$ cat config.mk
export PLATFORM = sky130hd
export DESIGN_NAME = rcpt_core
export DESIGN_NICKNAME = d
export VERILOG_FILES = /design/src/design/rcpt_pkg.sv /design/src/design/rcpt_core.sv
export SDC_FILE = /design/constraint.sdc
export NUM_CORES = 1
export LEC_CHECK = 0
export BUFFER_PORTS_ARGS = -buffer_cell sky130_fd_sc_hd__buf_4
export CORE_MARGIN = 4
export CORE_UTILIZATION = 50
export CTS_CLUSTER_SIZE = 30
export DETAILED_ROUTE_END_ITERATION = 7
export GPL_TIMING_DRIVEN = 0
export HOLD_SLACK_MARGIN = 0.05
export PLACE_DENSITY = 0.8
export SLEW_MARGIN = 20
export SYNTH_ARGS = -nofsm -noshare
export SYNTH_HDL_FRONTEND = slang
export SYNTH_SLANG_ARGS = --single-unit
$ cat constraint.sdc
create_clock -name sys_clk -period 2.4 [get_ports sys_clk]
set_input_delay 0.24 -clock sys_clk [delete_from_list [all_inputs] [get_ports sys_clk]]
set_output_delay 0.24 -clock sys_clk [all_outputs]
set_load 0.005 [all_outputs]
$ cat src/design/rcpt_pkg.sv
// package: register map, field positions, resets and carriers for coexistence_arbiter block
package rcpt_pkg;
	localparam logic [31:0] ADDR_PRIO_A = 32'h4000_0108;
	localparam logic [31:0] ADDR_PRIO_B = 32'h4000_010C;
	localparam logic [31:0] ADDR_CTRL2 = 32'h4000_0200;
	localparam logic [31:0] ADDR_FETCH = 32'h4000_00F0;
	localparam logic [31:0] RST_PRIO_A = 32'h3489_ADEF;
	localparam logic [3:0] RST_FALLBACK = 4'h3;
	localparam logic [8:0] RST_FETCH = 9'h096;
	localparam int POS_FALLBACK = 28;
	localparam int POS_START = 22;
	localparam int BIT_RSSI_SEL = 21;
	localparam int BIT_WAKE_STAT = 20;
	localparam int BIT_PTI_SRC = 17;
	localparam int BIT_GLITCH = 16;
	localparam int BIT_ASSERT_COND = 15;
	localparam int NUM_CLASSES = 8;
	localparam int PRIO_W = 4;

	typedef struct packed {
		logic [9:0] transaction_start_slot;
		logic signal_strength_select;
		logic pti_source_select;
		logic transaction_glitch_mode;
		logic transaction_assert_condition;
	} rcpt_ctrl_t;

	typedef struct packed {
		logic [3:0] pti;
		logic pti_valid;
	} rcpt_pti_t;
endpackage

$ cat src/design/rcpt_core.sv
// module: coexistence priority table, transaction generator, apb registers
//
// Behaviour
// - passive scan priority, top nibble, reset 3
// - nonconnectable advertising priority, bits 27:24, reset 4
// - connectable advertising priority, bits 23:20, reset 8
// - active scan priority, bits 19:16, reset 9
// - initiating scan priority, bits 15:12, reset 10
// - data channel priority, bits 11:8, reset 13
// - link control priority, bits 7:4, reset 14
// - connection request priority, bits 3:0, reset 15
// - fallback priority when msg_class_valid is low, reset 3
// - start slot matches fine counter asserts transaction
// - event end drops transaction signal
// - rssi select: peak hold or average
// - wake status readable; handler waits clear
// - wake auto acknowledged two lp ticks after power up
// - pti source: control structure or dynamic
// - glitch mode clear keeps transaction steady
// - glitch mode set: one low cycle per change
// - condition clear: need pti, else tx/rx edge
// - condition set: need event, else tx/rx edge
// - event indication from fetch instant, reset 0x96
`timescale 1ns/1ps
module rcpt_core
	import rcpt_pkg::*;
#(
	parameter int FINE_W = 10
) (
	// clock and reset
	input wire logic sys_clk,
	input wire logic nrst,
	// apb slave
	input wire logic psel,
	input wire logic penable,
	input wire logic pwrite,
	input wire logic [31:0] paddr,
	input wire logic [31:0] pwdata,
	output logic [31:0] prdata,
	output logic pready,
	output logic pslverr,
	// link layer timing
	input wire logic [FINE_W-1:0] fine_slot_counter,
	input wire logic [8:0] event_fine_time,
	input wire logic event_active,
	input wire logic tx_en,
	input wire logic rx_en,
	input wire logic [2:0] msg_class,
	input wire logic msg_class_valid,
	input wire rcpt_pkg::rcpt_pti_t cs_pti,
	input wire rcpt_pkg::rcpt_pti_t dyn_pti,
	// signal strength sources
	input wire logic [7:0] rssi_peak,
	input wire logic [7:0] rssi_avg,
	// low power wake
	input wire logic lowpower_wake_interrupt,
	input wire logic radio_powered,
	input wire logic lp_clk_tick,
	// toward coexistence arbiter
	output logic coexistence_arbiter_transaction_signal,
	output logic [3:0] coexistence_arbiter_pti,
	output logic [3:0] msg_priority,
	output logic [7:0] rssi_report,
	output logic event_in_process
);
	import rcpt_pkg::*;

	if (FINE_W != 10) begin : g_bad_fine_w
		$error("fine counter must be 10 bits");
	end

	typedef enum logic [2:0] {
		ST_IDLE = 3'b001,
		ST_WAIT_EDGE = 3'b010,
		ST_ACTIVE = 3'b100
	} rcpt_state_t;

	logic [31:0] prio_a_q;
	logic [3:0] fallback_q;
	rcpt_ctrl_t ctrl_q;
	logic [8:0] fetch_q;
	logic wake_stat_q;
	logic [1:0] wake_ack_q;
	rcpt_state_t st_q, st_d;
	logic trans_q, trans_d;
	logic [3:0] pti_q;
	logic tx_q, rx_q;
	logic [31:0] rdata_d;
	logic [PRIO_W-1:0] class_prio [NUM_CLASSES];

	// each class field is one nibble of the first table register
	genvar g;
	generate
		for (g = 0; g < NUM_CLASSES; g++) begin : g_cls
			assign class_prio[g] = prio_a_q[g*PRIO_W +: PRIO_W];
		end
	endgenerate

	wire apb_wr = psel && penable && pwrite;
	wire hit_a = paddr == ADDR_PRIO_A;
	wire hit_b = paddr == ADDR_PRIO_B;
	wire hit_c = paddr == ADDR_CTRL2;
	wire hit_f = paddr == ADDR_FETCH;
	wire hit_any = hit_a || hit_b || hit_c || hit_f;

	wire rcpt_pti_t pti_sel = ctrl_q.pti_source_select ? dyn_pti : cs_pti;
	wire tr_edge = (tx_en && !tx_q) || (rx_en && !rx_q);
	wire slot_hit = fine_slot_counter == ctrl_q.transaction_start_slot;
	wire start_ok = ctrl_q.transaction_assert_condition ? event_in_process
		: pti_sel.pti_valid;
	wire pti_change = pti_sel.pti_valid && (pti_sel.pti != pti_q);

	always_comb begin
		rdata_d = 32'h0000_0000;
		if (hit_a) begin
			rdata_d = prio_a_q;
		end
		if (hit_b) begin
			rdata_d[POS_FALLBACK +: 4] = fallback_q;
		end
		if (hit_c) begin
			rdata_d[POS_START +: 10] = ctrl_q.transaction_start_slot;
			rdata_d[BIT_RSSI_SEL] = ctrl_q.signal_strength_select;
			rdata_d[BIT_WAKE_STAT] = wake_stat_q;
			rdata_d[BIT_PTI_SRC] = ctrl_q.pti_source_select;
			rdata_d[BIT_GLITCH] = ctrl_q.transaction_glitch_mode;
			rdata_d[BIT_ASSERT_COND] = ctrl_q.transaction_assert_condition;
		end
		if (hit_f) begin
			rdata_d[8:0] = fetch_q;
		end
	end

	// apb: zero wait, answer in the access cycle
	always_ff @(posedge sys_clk) begin
		if (!nrst) begin
			pready <= 1'b0;
			pslverr <= 1'b0;
			prdata <= 32'h0000_0000;
		end else begin
			pready <= psel && !penable;
			pslverr <= psel && !penable && !hit_any;
			prdata <= rdata_d;
		end
	end

	always_ff @(posedge sys_clk) begin
		if (!nrst) begin
			prio_a_q <= RST_PRIO_A;
			fallback_q <= RST_FALLBACK;
			ctrl_q <= '0;
			fetch_q <= RST_FETCH;
		end else if (apb_wr && pready) begin
			if (hit_a) prio_a_q <= pwdata;
			if (hit_b) fallback_q <= pwdata[POS_FALLBACK +: 4];
			if (hit_f) fetch_q <= pwdata[8:0];
			if (hit_c) begin
				ctrl_q.transaction_start_slot <= pwdata[POS_START +: 10];
				ctrl_q.signal_strength_select <= pwdata[BIT_RSSI_SEL];
				ctrl_q.pti_source_select <= pwdata[BIT_PTI_SRC];
				ctrl_q.transaction_glitch_mode <= pwdata[BIT_GLITCH];
				ctrl_q.transaction_assert_condition <= pwdata[BIT_ASSERT_COND];
			end
		end
	end

	// wake status set by interrupt; set wins over auto clear
	// auto ack after power up plus two lp ticks
	always_ff @(posedge sys_clk) begin
		if (!nrst) begin
			wake_stat_q <= 1'b0;
			wake_ack_q <= 2'b00;
		end else begin
			if (!wake_stat_q || !radio_powered) begin
				wake_ack_q <= 2'b00;
			end else if (lp_clk_tick && wake_ack_q != 2'b10) begin
				wake_ack_q <= wake_ack_q + 2'b01;
			end
			if (lowpower_wake_interrupt) begin
				wake_stat_q <= 1'b1;
			end else if (wake_ack_q == 2'b10) begin
				wake_stat_q <= 1'b0;
			end
		end
	end

	always_comb begin
		st_d = st_q;
		trans_d = trans_q;
		unique case (st_q)
			ST_IDLE: begin
				trans_d = 1'b0;
				if (event_active && slot_hit) begin
					if (start_ok) begin
						st_d = ST_ACTIVE;
						trans_d = 1'b1;
					end else begin
						st_d = ST_WAIT_EDGE;
					end
				end
			end
			ST_WAIT_EDGE: begin
				// fall back to tx/rx rising edge
				// only an event that is no longer scheduled gives up
				if (!event_active) begin
					st_d = ST_IDLE;
				end else if (tr_edge) begin
					st_d = ST_ACTIVE;
					trans_d = 1'b1;
				end
			end
			ST_ACTIVE: begin
				trans_d = 1'b1;
				if (!event_in_process) begin
					st_d = ST_IDLE;
					trans_d = 1'b0;
				// one low cycle on pti change
				end else if (ctrl_q.transaction_glitch_mode && pti_change) begin
					trans_d = 1'b0;
				end
			end
			default: begin
				st_d = ST_IDLE;
				trans_d = 1'b0;
			end
		endcase
	end

	always_ff @(posedge sys_clk) begin
		if (!nrst) begin
			st_q <= ST_IDLE;
			trans_q <= 1'b0;
			pti_q <= 4'h0;
			tx_q <= 1'b0;
			rx_q <= 1'b0;
			coexistence_arbiter_pti <= 4'h0;
			msg_priority <= 4'h0;
			rssi_report <= 8'h00;
			event_in_process <= 1'b0;
		end else begin
			st_q <= st_d;
			trans_q <= trans_d;
			tx_q <= tx_en;
			rx_q <= rx_en;
			if (pti_sel.pti_valid) pti_q <= pti_sel.pti;
			coexistence_arbiter_pti <= pti_sel.pti;
			msg_priority <= msg_class_valid ? class_prio[msg_class] : fallback_q;
			rssi_report <= ctrl_q.signal_strength_select ? rssi_avg : rssi_peak;
			// event window opens at fetch instant
			event_in_process <= event_active && (event_fine_time >= fetch_q);
		end
	end

	assign coexistence_arbiter_transaction_signal = trans_q;

	a_trans_end_drop: assert property (
		@(posedge sys_clk) disable iff (!nrst)
		st_q == ST_ACTIVE && !event_in_process |=> !coexistence_arbiter_transaction_signal)
		else $error("transaction stayed high after event end");
	// single low cycle in glitch mode
	a_glitch_one_low: assert property (
		@(posedge sys_clk) disable iff (!nrst)
		st_q == ST_ACTIVE && event_in_process && pti_change
		&& ctrl_q.transaction_glitch_mode |=> !coexistence_arbiter_transaction_signal)
		else $error("no low pulse on pti change");
	a_trans_steady: assert property (
		@(posedge sys_clk) disable iff (!nrst)
		st_q == ST_ACTIVE && event_in_process
		&& !ctrl_q.transaction_glitch_mode |=> coexistence_arbiter_transaction_signal)
		else $error("transaction dropped inside event");
	a_start_assert: assert property (
		@(posedge sys_clk) disable iff (!nrst)
		st_q == ST_IDLE && event_active && slot_hit && start_ok
		|=> coexistence_arbiter_transaction_signal)
		else $error("transaction not raised at start slot");
	a_wait_edge: assert property (
		@(posedge sys_clk) disable iff (!nrst)
		st_q == ST_IDLE && event_active && slot_hit && !start_ok
		|=> !coexistence_arbiter_transaction_signal)
		else $error("transaction raised without condition");
	// tx/rx edge starts a waiting transaction
	a_wait_edge_go: assert property (
		@(posedge sys_clk) disable iff (!nrst)
		st_q == ST_WAIT_EDGE && event_active && tr_edge
		|=> coexistence_arbiter_transaction_signal)
		else $error("transaction not raised at tx/rx edge");
	a_rssi_select: assert property (
		@(posedge sys_clk) disable iff (!nrst)
		!ctrl_q.signal_strength_select |=> rssi_report == $past(rssi_peak))
		else $error("wrong rssi flavour");
	a_rssi_average: assert property (
		@(posedge sys_clk) disable iff (!nrst)
		ctrl_q.signal_strength_select |=> rssi_report == $past(rssi_avg))
		else $error("average rssi not reported");
	a_pti_dynamic: assert property (
		@(posedge sys_clk) disable iff (!nrst)
		ctrl_q.pti_source_select |=> coexistence_arbiter_pti == $past(dyn_pti.pti))
		else $error("dynamic pti not passed");
	a_pti_control: assert property (
		@(posedge sys_clk) disable iff (!nrst)
		!ctrl_q.pti_source_select |=> coexistence_arbiter_pti == $past(cs_pti.pti))
		else $error("control structure pti not passed");
	a_wake_set: assert property (
		@(posedge sys_clk) disable iff (!nrst)
		lowpower_wake_interrupt |=> wake_stat_q)
		else $error("wake status not set");
	// wake status clears after ack sequence
	a_wake_ack: assert property (
		@(posedge sys_clk) disable iff (!nrst)
		wake_ack_q == 2'b10 && !lowpower_wake_interrupt |=> !wake_stat_q)
		else $error("wake status not acknowledged");
	// event window opens at fetch instant
	a_event_window: assert property (
		@(posedge sys_clk) disable iff (!nrst)
		event_active && event_fine_time >= fetch_q |=> event_in_process)
		else $error("event indication not raised");
	a_class_prio: assert property (
		@(posedge sys_clk) disable iff (!nrst)
		msg_class_valid
		|=> msg_priority == $past(prio_a_q[{msg_class, 2'b00} +: PRIO_W]))
		else $error("class priority not applied");
	a_fallback_prio: assert property (
		@(posedge sys_clk) disable iff (!nrst)
		!msg_class_valid |=> msg_priority == $past(fallback_q))
		else $error("fallback priority not applied");
endmodule // rcpt_core

# Yosys cells after proc, flatten, opt, wreduce, memory -nomap -nowiden
# Index checks and enable logic that the tools add are counted.
[op_classes]
n_addsub = 1
eq_ne = 16
order_cmp = 2
n_mux = 27
bitwise = 2
n_reduce_logical = 32
[op_table]
columns = ["operator", "count"]
rows = [
  ["32-bit by 31-bit equality test with 1-bit output, second input constant", 4],
  ["32-bit 2-to-1 mux", 1],
  ["3-bit 2-to-1 mux", 6],
  ["4-bit 2-to-1 mux", 4],
  ["4-bit binary-select mux with 3-bit select", 1],
  ["1-bit logical AND", 12],
  ["12-bit 2-to-1 mux", 1],
  ["2-bit AND reduction", 6],
  ["10-bit equality test", 1],
  ["2-bit != test, second input constant", 5],
  ["9-bit >= comparator", 1],
  ["1-bit 2-to-1 mux", 9],
  ["9-bit 2-to-1 mux", 1],
  ["3-bit case mux with 3 select lines", 1],
  ["8-bit 2-to-1 mux", 1],
  ["1-bit zero test", 6],
  ["1-bit logical OR", 5],
  ["5-bit 2-to-1 mux", 1],
  ["4-bit >= comparator, second input constant", 1],
  ["4-bit != test", 1],
  ["3-bit NOT with 4-bit output", 1],
  ["3-bit by 1-bit equality test with 1-bit output, second input constant", 1],
  ["3-bit by 2-bit equality test with 1-bit output, second input constant", 1],
  ["3-bit equality test, second input constant", 1],
  ["8 further kinds", 8],
]
[word_totals]
out_inout_bits = 52
wordCells = 103
reg_bits = 123

# Depth between registers and ports, before layout
[depth]
ltp_word = 7
depth_mapped = 7
mapped_depth_nobuf = 7

# Worst setup path before layout
# OpenSTA, ideal clock, no wires.
[synth_timing]
path_type = "input-to-reg"
from = "input paddr[1]"
to = "register ctrl_q[10] (netlist bit)"
cell_stages = 6
setup_time_ns = 0.128
arrival_ns = 1.897
path_buffers = 1
path_slack_ns = 0.375
path_cell_list = "or4_4 -> or2_4 -> nor4_4 -> buf_6 -> mux2i_1 -> nor2_1"
[synth_via]
elab_chain_len = 2
[synth_rtl]
columns = ["item", "line", "source"]
rows = [
  ["start, declared", "rcpt_core.sv:37", "input wire logic [31:0] paddr,"],
  ["32-bit by 31-bit equality test with 1-bit output", "rcpt_core.sv:102", "wire hit_c = paddr == ADDR_CTRL2;"],
  ["2-bit AND reduction (no source line)", "--", ""],
  ["end, declared", "rcpt_core.sv:80", "rcpt_ctrl_t ctrl_q;"],
]
# Every way passes these cells.
# A chain may end at the register's enable or synchronous reset.

# Worst setup path in the final report
[layout_timing]
from = "input penable"
to = "register prio_a_q[26]"
[layout_via]
elab_chain_len = 4
[layout_rtl]
columns = ["item", "line", "source"]
rows = [
  ["start, declared", "rcpt_core.sv:35", "input wire logic penable,"],
  ["1-bit logical AND (2 in series)", "rcpt_core.sv:99", "wire apb_wr = psel && penable && pwrite;"],
  ["1-bit logical AND", "rcpt_core.sv:153", "end else if (apb_wr && pready) begin"],
  ["2-bit AND reduction (no source line)", "--", ""],
  ["end signal, assigned", "rcpt_core.sv:154", "if (hit_a) prio_a_q <= pwdata;"],
  ["end, declared", "rcpt_core.sv:78", "logic [31:0] prio_a_q;"],
]
# Every way passes these cells.

==> results.md <==
- The run finished with clean final reports.
- The part of the total power dissipated in sequential elements is 43.4%.
- After detailed routing, the average wire length per cell comes to 18.5 microns.
- Based on the critical path, the design can be clocked at up to 447 MHz.
- The number of design rule violations left after detail routing is 0.
- Yosys instantiated no cell more often than sky130_fd_sc_hd__dfxtp_1.
- After the last flow step, the layout net total stands at 908.
- The simple-gate area share of the yosys netlist is 18.0%.
- Sequential elements use 47.5% of the synthesized area.
- The synthesized netlist devotes 12.4% of its cell area to compound gates.
- The clock reaches the later pin of the worst-skew pair after 0.52 ns.
- The global-route congestion overflow total is 0.
- In this run the tightest slew margin relative to its limit is 53.4%.
- Summing all multi-input logic gate instances after layout gives 2440 sq um.
- The classification of the worst setup path is in -> reg.
- The site row count is 36.
- The count of flip-flops with a built-in enable after synthesis is 0.
- Routability-driven placement finished with a final weighted congestion of 0.907.
- After filler insertion, the fill cell instance count of the layout stands at 655.
- After synthesis the netlist holds a flip-flop and latch count of 123.
- The floorplan core area is 9910 sq um.
- The cell taking the most area after synthesis is sky130_fd_sc_hd__dfxtp_1.
- The effective utilization at floorplan is 52.3%.
- The area share of the largest cell type after synthesis is 47.5%.
- The clock root buffer is sky130_fd_sc_hd__clkbuf_8.
- At the placement stage, the worst setup path has a slack of -0.111 ns.
- The total nets after synthesis is 660.
- The arrival time of the worst setup path is 2.60 ns.
- The critical path capture point type is a flop.
- Sorting the synthesized cells by area gives the leading types as sky130_fd_sc_hd__dfxtp_1 (48%), sky130_fd_sc_hd__mux2i_1 (8.1%), sky130_fd_sc_hd__nor2_1 (3.8%).
- Data on the critical path is required at its endpoint by 2.76 ns.
- The routed wire length is 17000 microns.
- The die boundary height is 110 microns.
- In the final layout, the share of cells above drive strength 1 is 29.6%.
- The number of levels in the clock H-tree is 4.
- The xor/xnor share of the synthesized area is 2.54%.
- The adder-cell share of the synthesized area is 2.42%.
- In the final layout, flip-flops and latches occupy 2460 sq um.
- The top flip-flop cell by instance count after synthesis is sky130_fd_sc_hd__dfxtp_1.
- The initial antenna violation count came to 0.
- Setup violations remaining at the end of the flow were counted as 0.
- The main combinational cell family by area after synthesis is simple AND/OR/NAND/NOR gates.
- Along the worst path, the maximum fanout reaches 10.
- Measured along the x axis, the die boundary spans 110 microns.
- The post-CTS clock slew at the launch and capture registers of the worst setup and hold paths is 0.06 ns.
- The tightest min-delay check is of the in -> reg type.
- The multiplexer area fraction after synthesis is 11.8%.
- No sink is reached through more buffers than the 2 on the longest clock path.
- After layout, the worst path uses 93.3% of the clock period.
- The clock tree from TritonCTS is yes.
- The number of violations reported at the end of detailed-routing iteration 0 is 377.
- The worst-case IR drop observed on VDD is 513 uV.
- The yosys synthesis warning count is 0.
- For the pin with the worst max-slew slack, the measured transition is 0.693 ns.
- Entering global routing, the biggest net connects 17 pins.
- The floorplan step defined a die boundary enclosing 12100 sq um.
- The number of failing hold endpoints at the final stage is 0.
- The via count of the first global-routing pass came to 5110.
- The post-route antenna net violation count is 0.
- The final count of pins violating max slew is 0.
- The via count of the routed design is 5102.
- Using the TritonRoute via totals, the vias-per-cell ratio works out to 5.55.
- Per report_power, the clock group accounts for 47.0% of the total.
- The port buffer count is 169.
- Setup repair after global routing left no endpoint under its margin.
- The average cell area after synthesis is 9.85 sq um.
- CTS saw 123 sinks.
- In the final timing run, aggregate negative setup slack is 0 ns.
- The number of clock buffers added by TritonCTS is 17.
- The first detailed-routing pass took 5 iterations.
- The number of inserted diodes is 0.
- The I/O pin count is 176.
- Across the run, the number of max-cap violations was 0.
- Clock skew on the completed layout was measured at 0.0110 ns.
- The routed design could run at a clock period as short as 2.24 ns.
- In this run the static leakage power is 3.29 nW.
- The net switching power of the design is 0.00110 W.
- The cell area after synthesis is 5180 sq um.
- The share of total power dissipated in combinational logic is 9.6%.
- The switching share of power is 23.0%.
- Detailed placement ended at an HPWL of 11900 microns.
- Sorting the synthesized cells by how often they occur yields sky130_fd_sc_hd__dfxtp_1 (123), sky130_fd_sc_hd__nor2_1 (53), sky130_fd_sc_hd__mux2i_1 (42), sky130_fd_sc_hd__inv_1 (34), sky130_fd_sc_hd__nand2_1 (28).
- The final worst slack is 0.162 ns.
- The internal power is 0.00369 W.
- Across every metal layer, demand over resource in global routing totals 28.4%.
- The startpoint type of the worst setup path is an input pin.
- The area growth from synthesis to layout is 49.4%.
- The count of cell types in the netlist is 51.
- The power per standard cell area is 619 nW/um^2.
- The wire length of the first global-routing pass is 25900 microns.
- The async set or reset register ratio after synthesis is 0%.
- The post-synthesis cell count is 526.
[through the flow]
stage	std cells	hold WS [ns]	total power, W	cell area (sq um)	util, %
floorplan	526	0.324	0.00226	5180	-
global placement	828	0.424	0.00248	6620	66.8
detailed placement	828	0.431	0.00249	6620	66.8
CTS	919	0.0535	0.00477	7740	78.1
global route	919	0.0782	0.00493	7740	78.1
finish	919	0.0533	0.00479	7740	78.1
[power by group through the flow]
stage / clock (W) / combinational (W) / sequential (W)
floorplan: 0 / 0.000131 / 0.00212
global placement: 0 / 0.000359 / 0.00212
detailed placement: 0 / 0.000371 / 0.00212
CTS: 0.00224 / 0.000451 / 0.00208
global route: 0.00236 / 0.000492 / 0.00208
finish: 0.00225 / 0.000461 / 0.00208
[repair_timing]
action                    4_1_cts  5_1_grt
resized for setup               0        0
hold endpoints to repair       77        0
hold buffers                   60        0
buffers inserted                0        0
[worst paths after layout]
path,startpoint,endpoint,slack [ns],cells after the start
max,penable,prio_a_q[26],0.16,7
min,event_active,event_in_process,0.05,3
max reg2reg,pready,prio_a_q[26],0.18,5
min reg2reg,fetch_q[1],prdata[1],0.48,1
[registers in the layout, summed over array words and instances, names as in the netlist, 2 cells and up]
register / cells
coexistence_arbiter_pti: 4
ctrl_q: 14
fallback_q: 4
fetch_q: 9
msg_priority: 4
prdata: 32
prio_a_q: 32
pti_q: 4
rssi_report: 8
st_q: 3
wake_ack_q: 2
[cell usage in the layout, fill, tap and decap left out, types with 3 or more instances in the layout]
cell and instances:
sky130_fd_sc_hd__a2bb2oi_1 4, sky130_fd_sc_hd__dlygate4sd3_1 60, sky130_fd_sc_hd__mux4_2 8, sky130_fd_sc_hd__xor2_1 4
sky130_fd_sc_hd__nor4_1 3, sky130_fd_sc_hd__clkbuf_1 20, sky130_fd_sc_hd__xnor2_1 11, sky130_fd_sc_hd__a21oi_1 7
sky130_fd_sc_hd__clkinvlp_4 4, sky130_fd_sc_hd__inv_1 34, sky130_fd_sc_hd__a211oi_1 10, sky130_fd_sc_hd__buf_1 4
sky130_fd_sc_hd__nor4_4 3, sky130_fd_sc_hd__nand2_1 28, sky130_fd_sc_hd__nor4_2 4, sky130_fd_sc_hd__a22o_1 20
sky130_fd_sc_hd__clkinv_2 5, sky130_fd_sc_hd__and2_1 8, sky130_fd_sc_hd__buf_2 6, sky130_fd_sc_hd__mux2i_1 42
sky130_fd_sc_hd__nor2_1 53, sky130_fd_sc_hd__nor2b_1 4, sky130_fd_sc_hd__o211ai_1 5, sky130_fd_sc_hd__dfxtp_1 123
sky130_fd_sc_hd__clkbuf_16 16, sky130_fd_sc_hd__nand3_1 20, sky130_fd_sc_hd__nor3_1 21, sky130_fd_sc_hd__or3_1 5
sky130_fd_sc_hd__ha_1 10, sky130_fd_sc_hd__a31oi_1 20, sky130_fd_sc_hd__buf_4 172, sky130_fd_sc_hd__o21ai_0 19
sky130_fd_sc_hd__nand4_1 5
[kinds of logic (layout without fill, tap and decap cells)]
group / after synthesis / count (layout)
xor gates and xnor gates: 15 / 15
AOI/OAI and AO/OA: 93 / 93
muxes: 51 / 51
adders and majority gates: 10 / 10
DFF: 123 / 123
buffers and inverters: 66 / 326
and+or+nand+nor: 168 / 168
[area by class of cell]
type | count | share of cell area (%)
Clock buffer | 19 | 5.45
Tap cell | 133 | 2.15
Buffer | 32 | 1.89
Sequential cell | 123 | 31.8
Timing Repair Buffer | 229 | 24.2
Multi-Input combinational cell | 337 | 31.6
Inverter | 34 | 1.65
Clock inverter | 12 | 1.33
[worst max-delay path, stage by stage]
cell	delay, ns
sky130_fd_sc_hd__dlygate4sd3_1	0.53
sky130_fd_sc_hd__buf_4	0.11
sky130_fd_sc_hd__nand4_1	0.26
sky130_fd_sc_hd__nor2_1	0.18
sky130_fd_sc_hd__nor4b_4	0.54
sky130_fd_sc_hd__clkbuf_1	0.52
sky130_fd_sc_hd__a31oi_1	0.21
[per-layer routing]
layer	wire length, microns	vias to the layer above	GRT usage, %
met5	0	-	0
met4	473	0	10.4
met3	1530	46	6.64
met2	8640	315	48.5
met1	6400	2368	34.8
li1	-	2373	-
(Power assumes the default switching activity.)
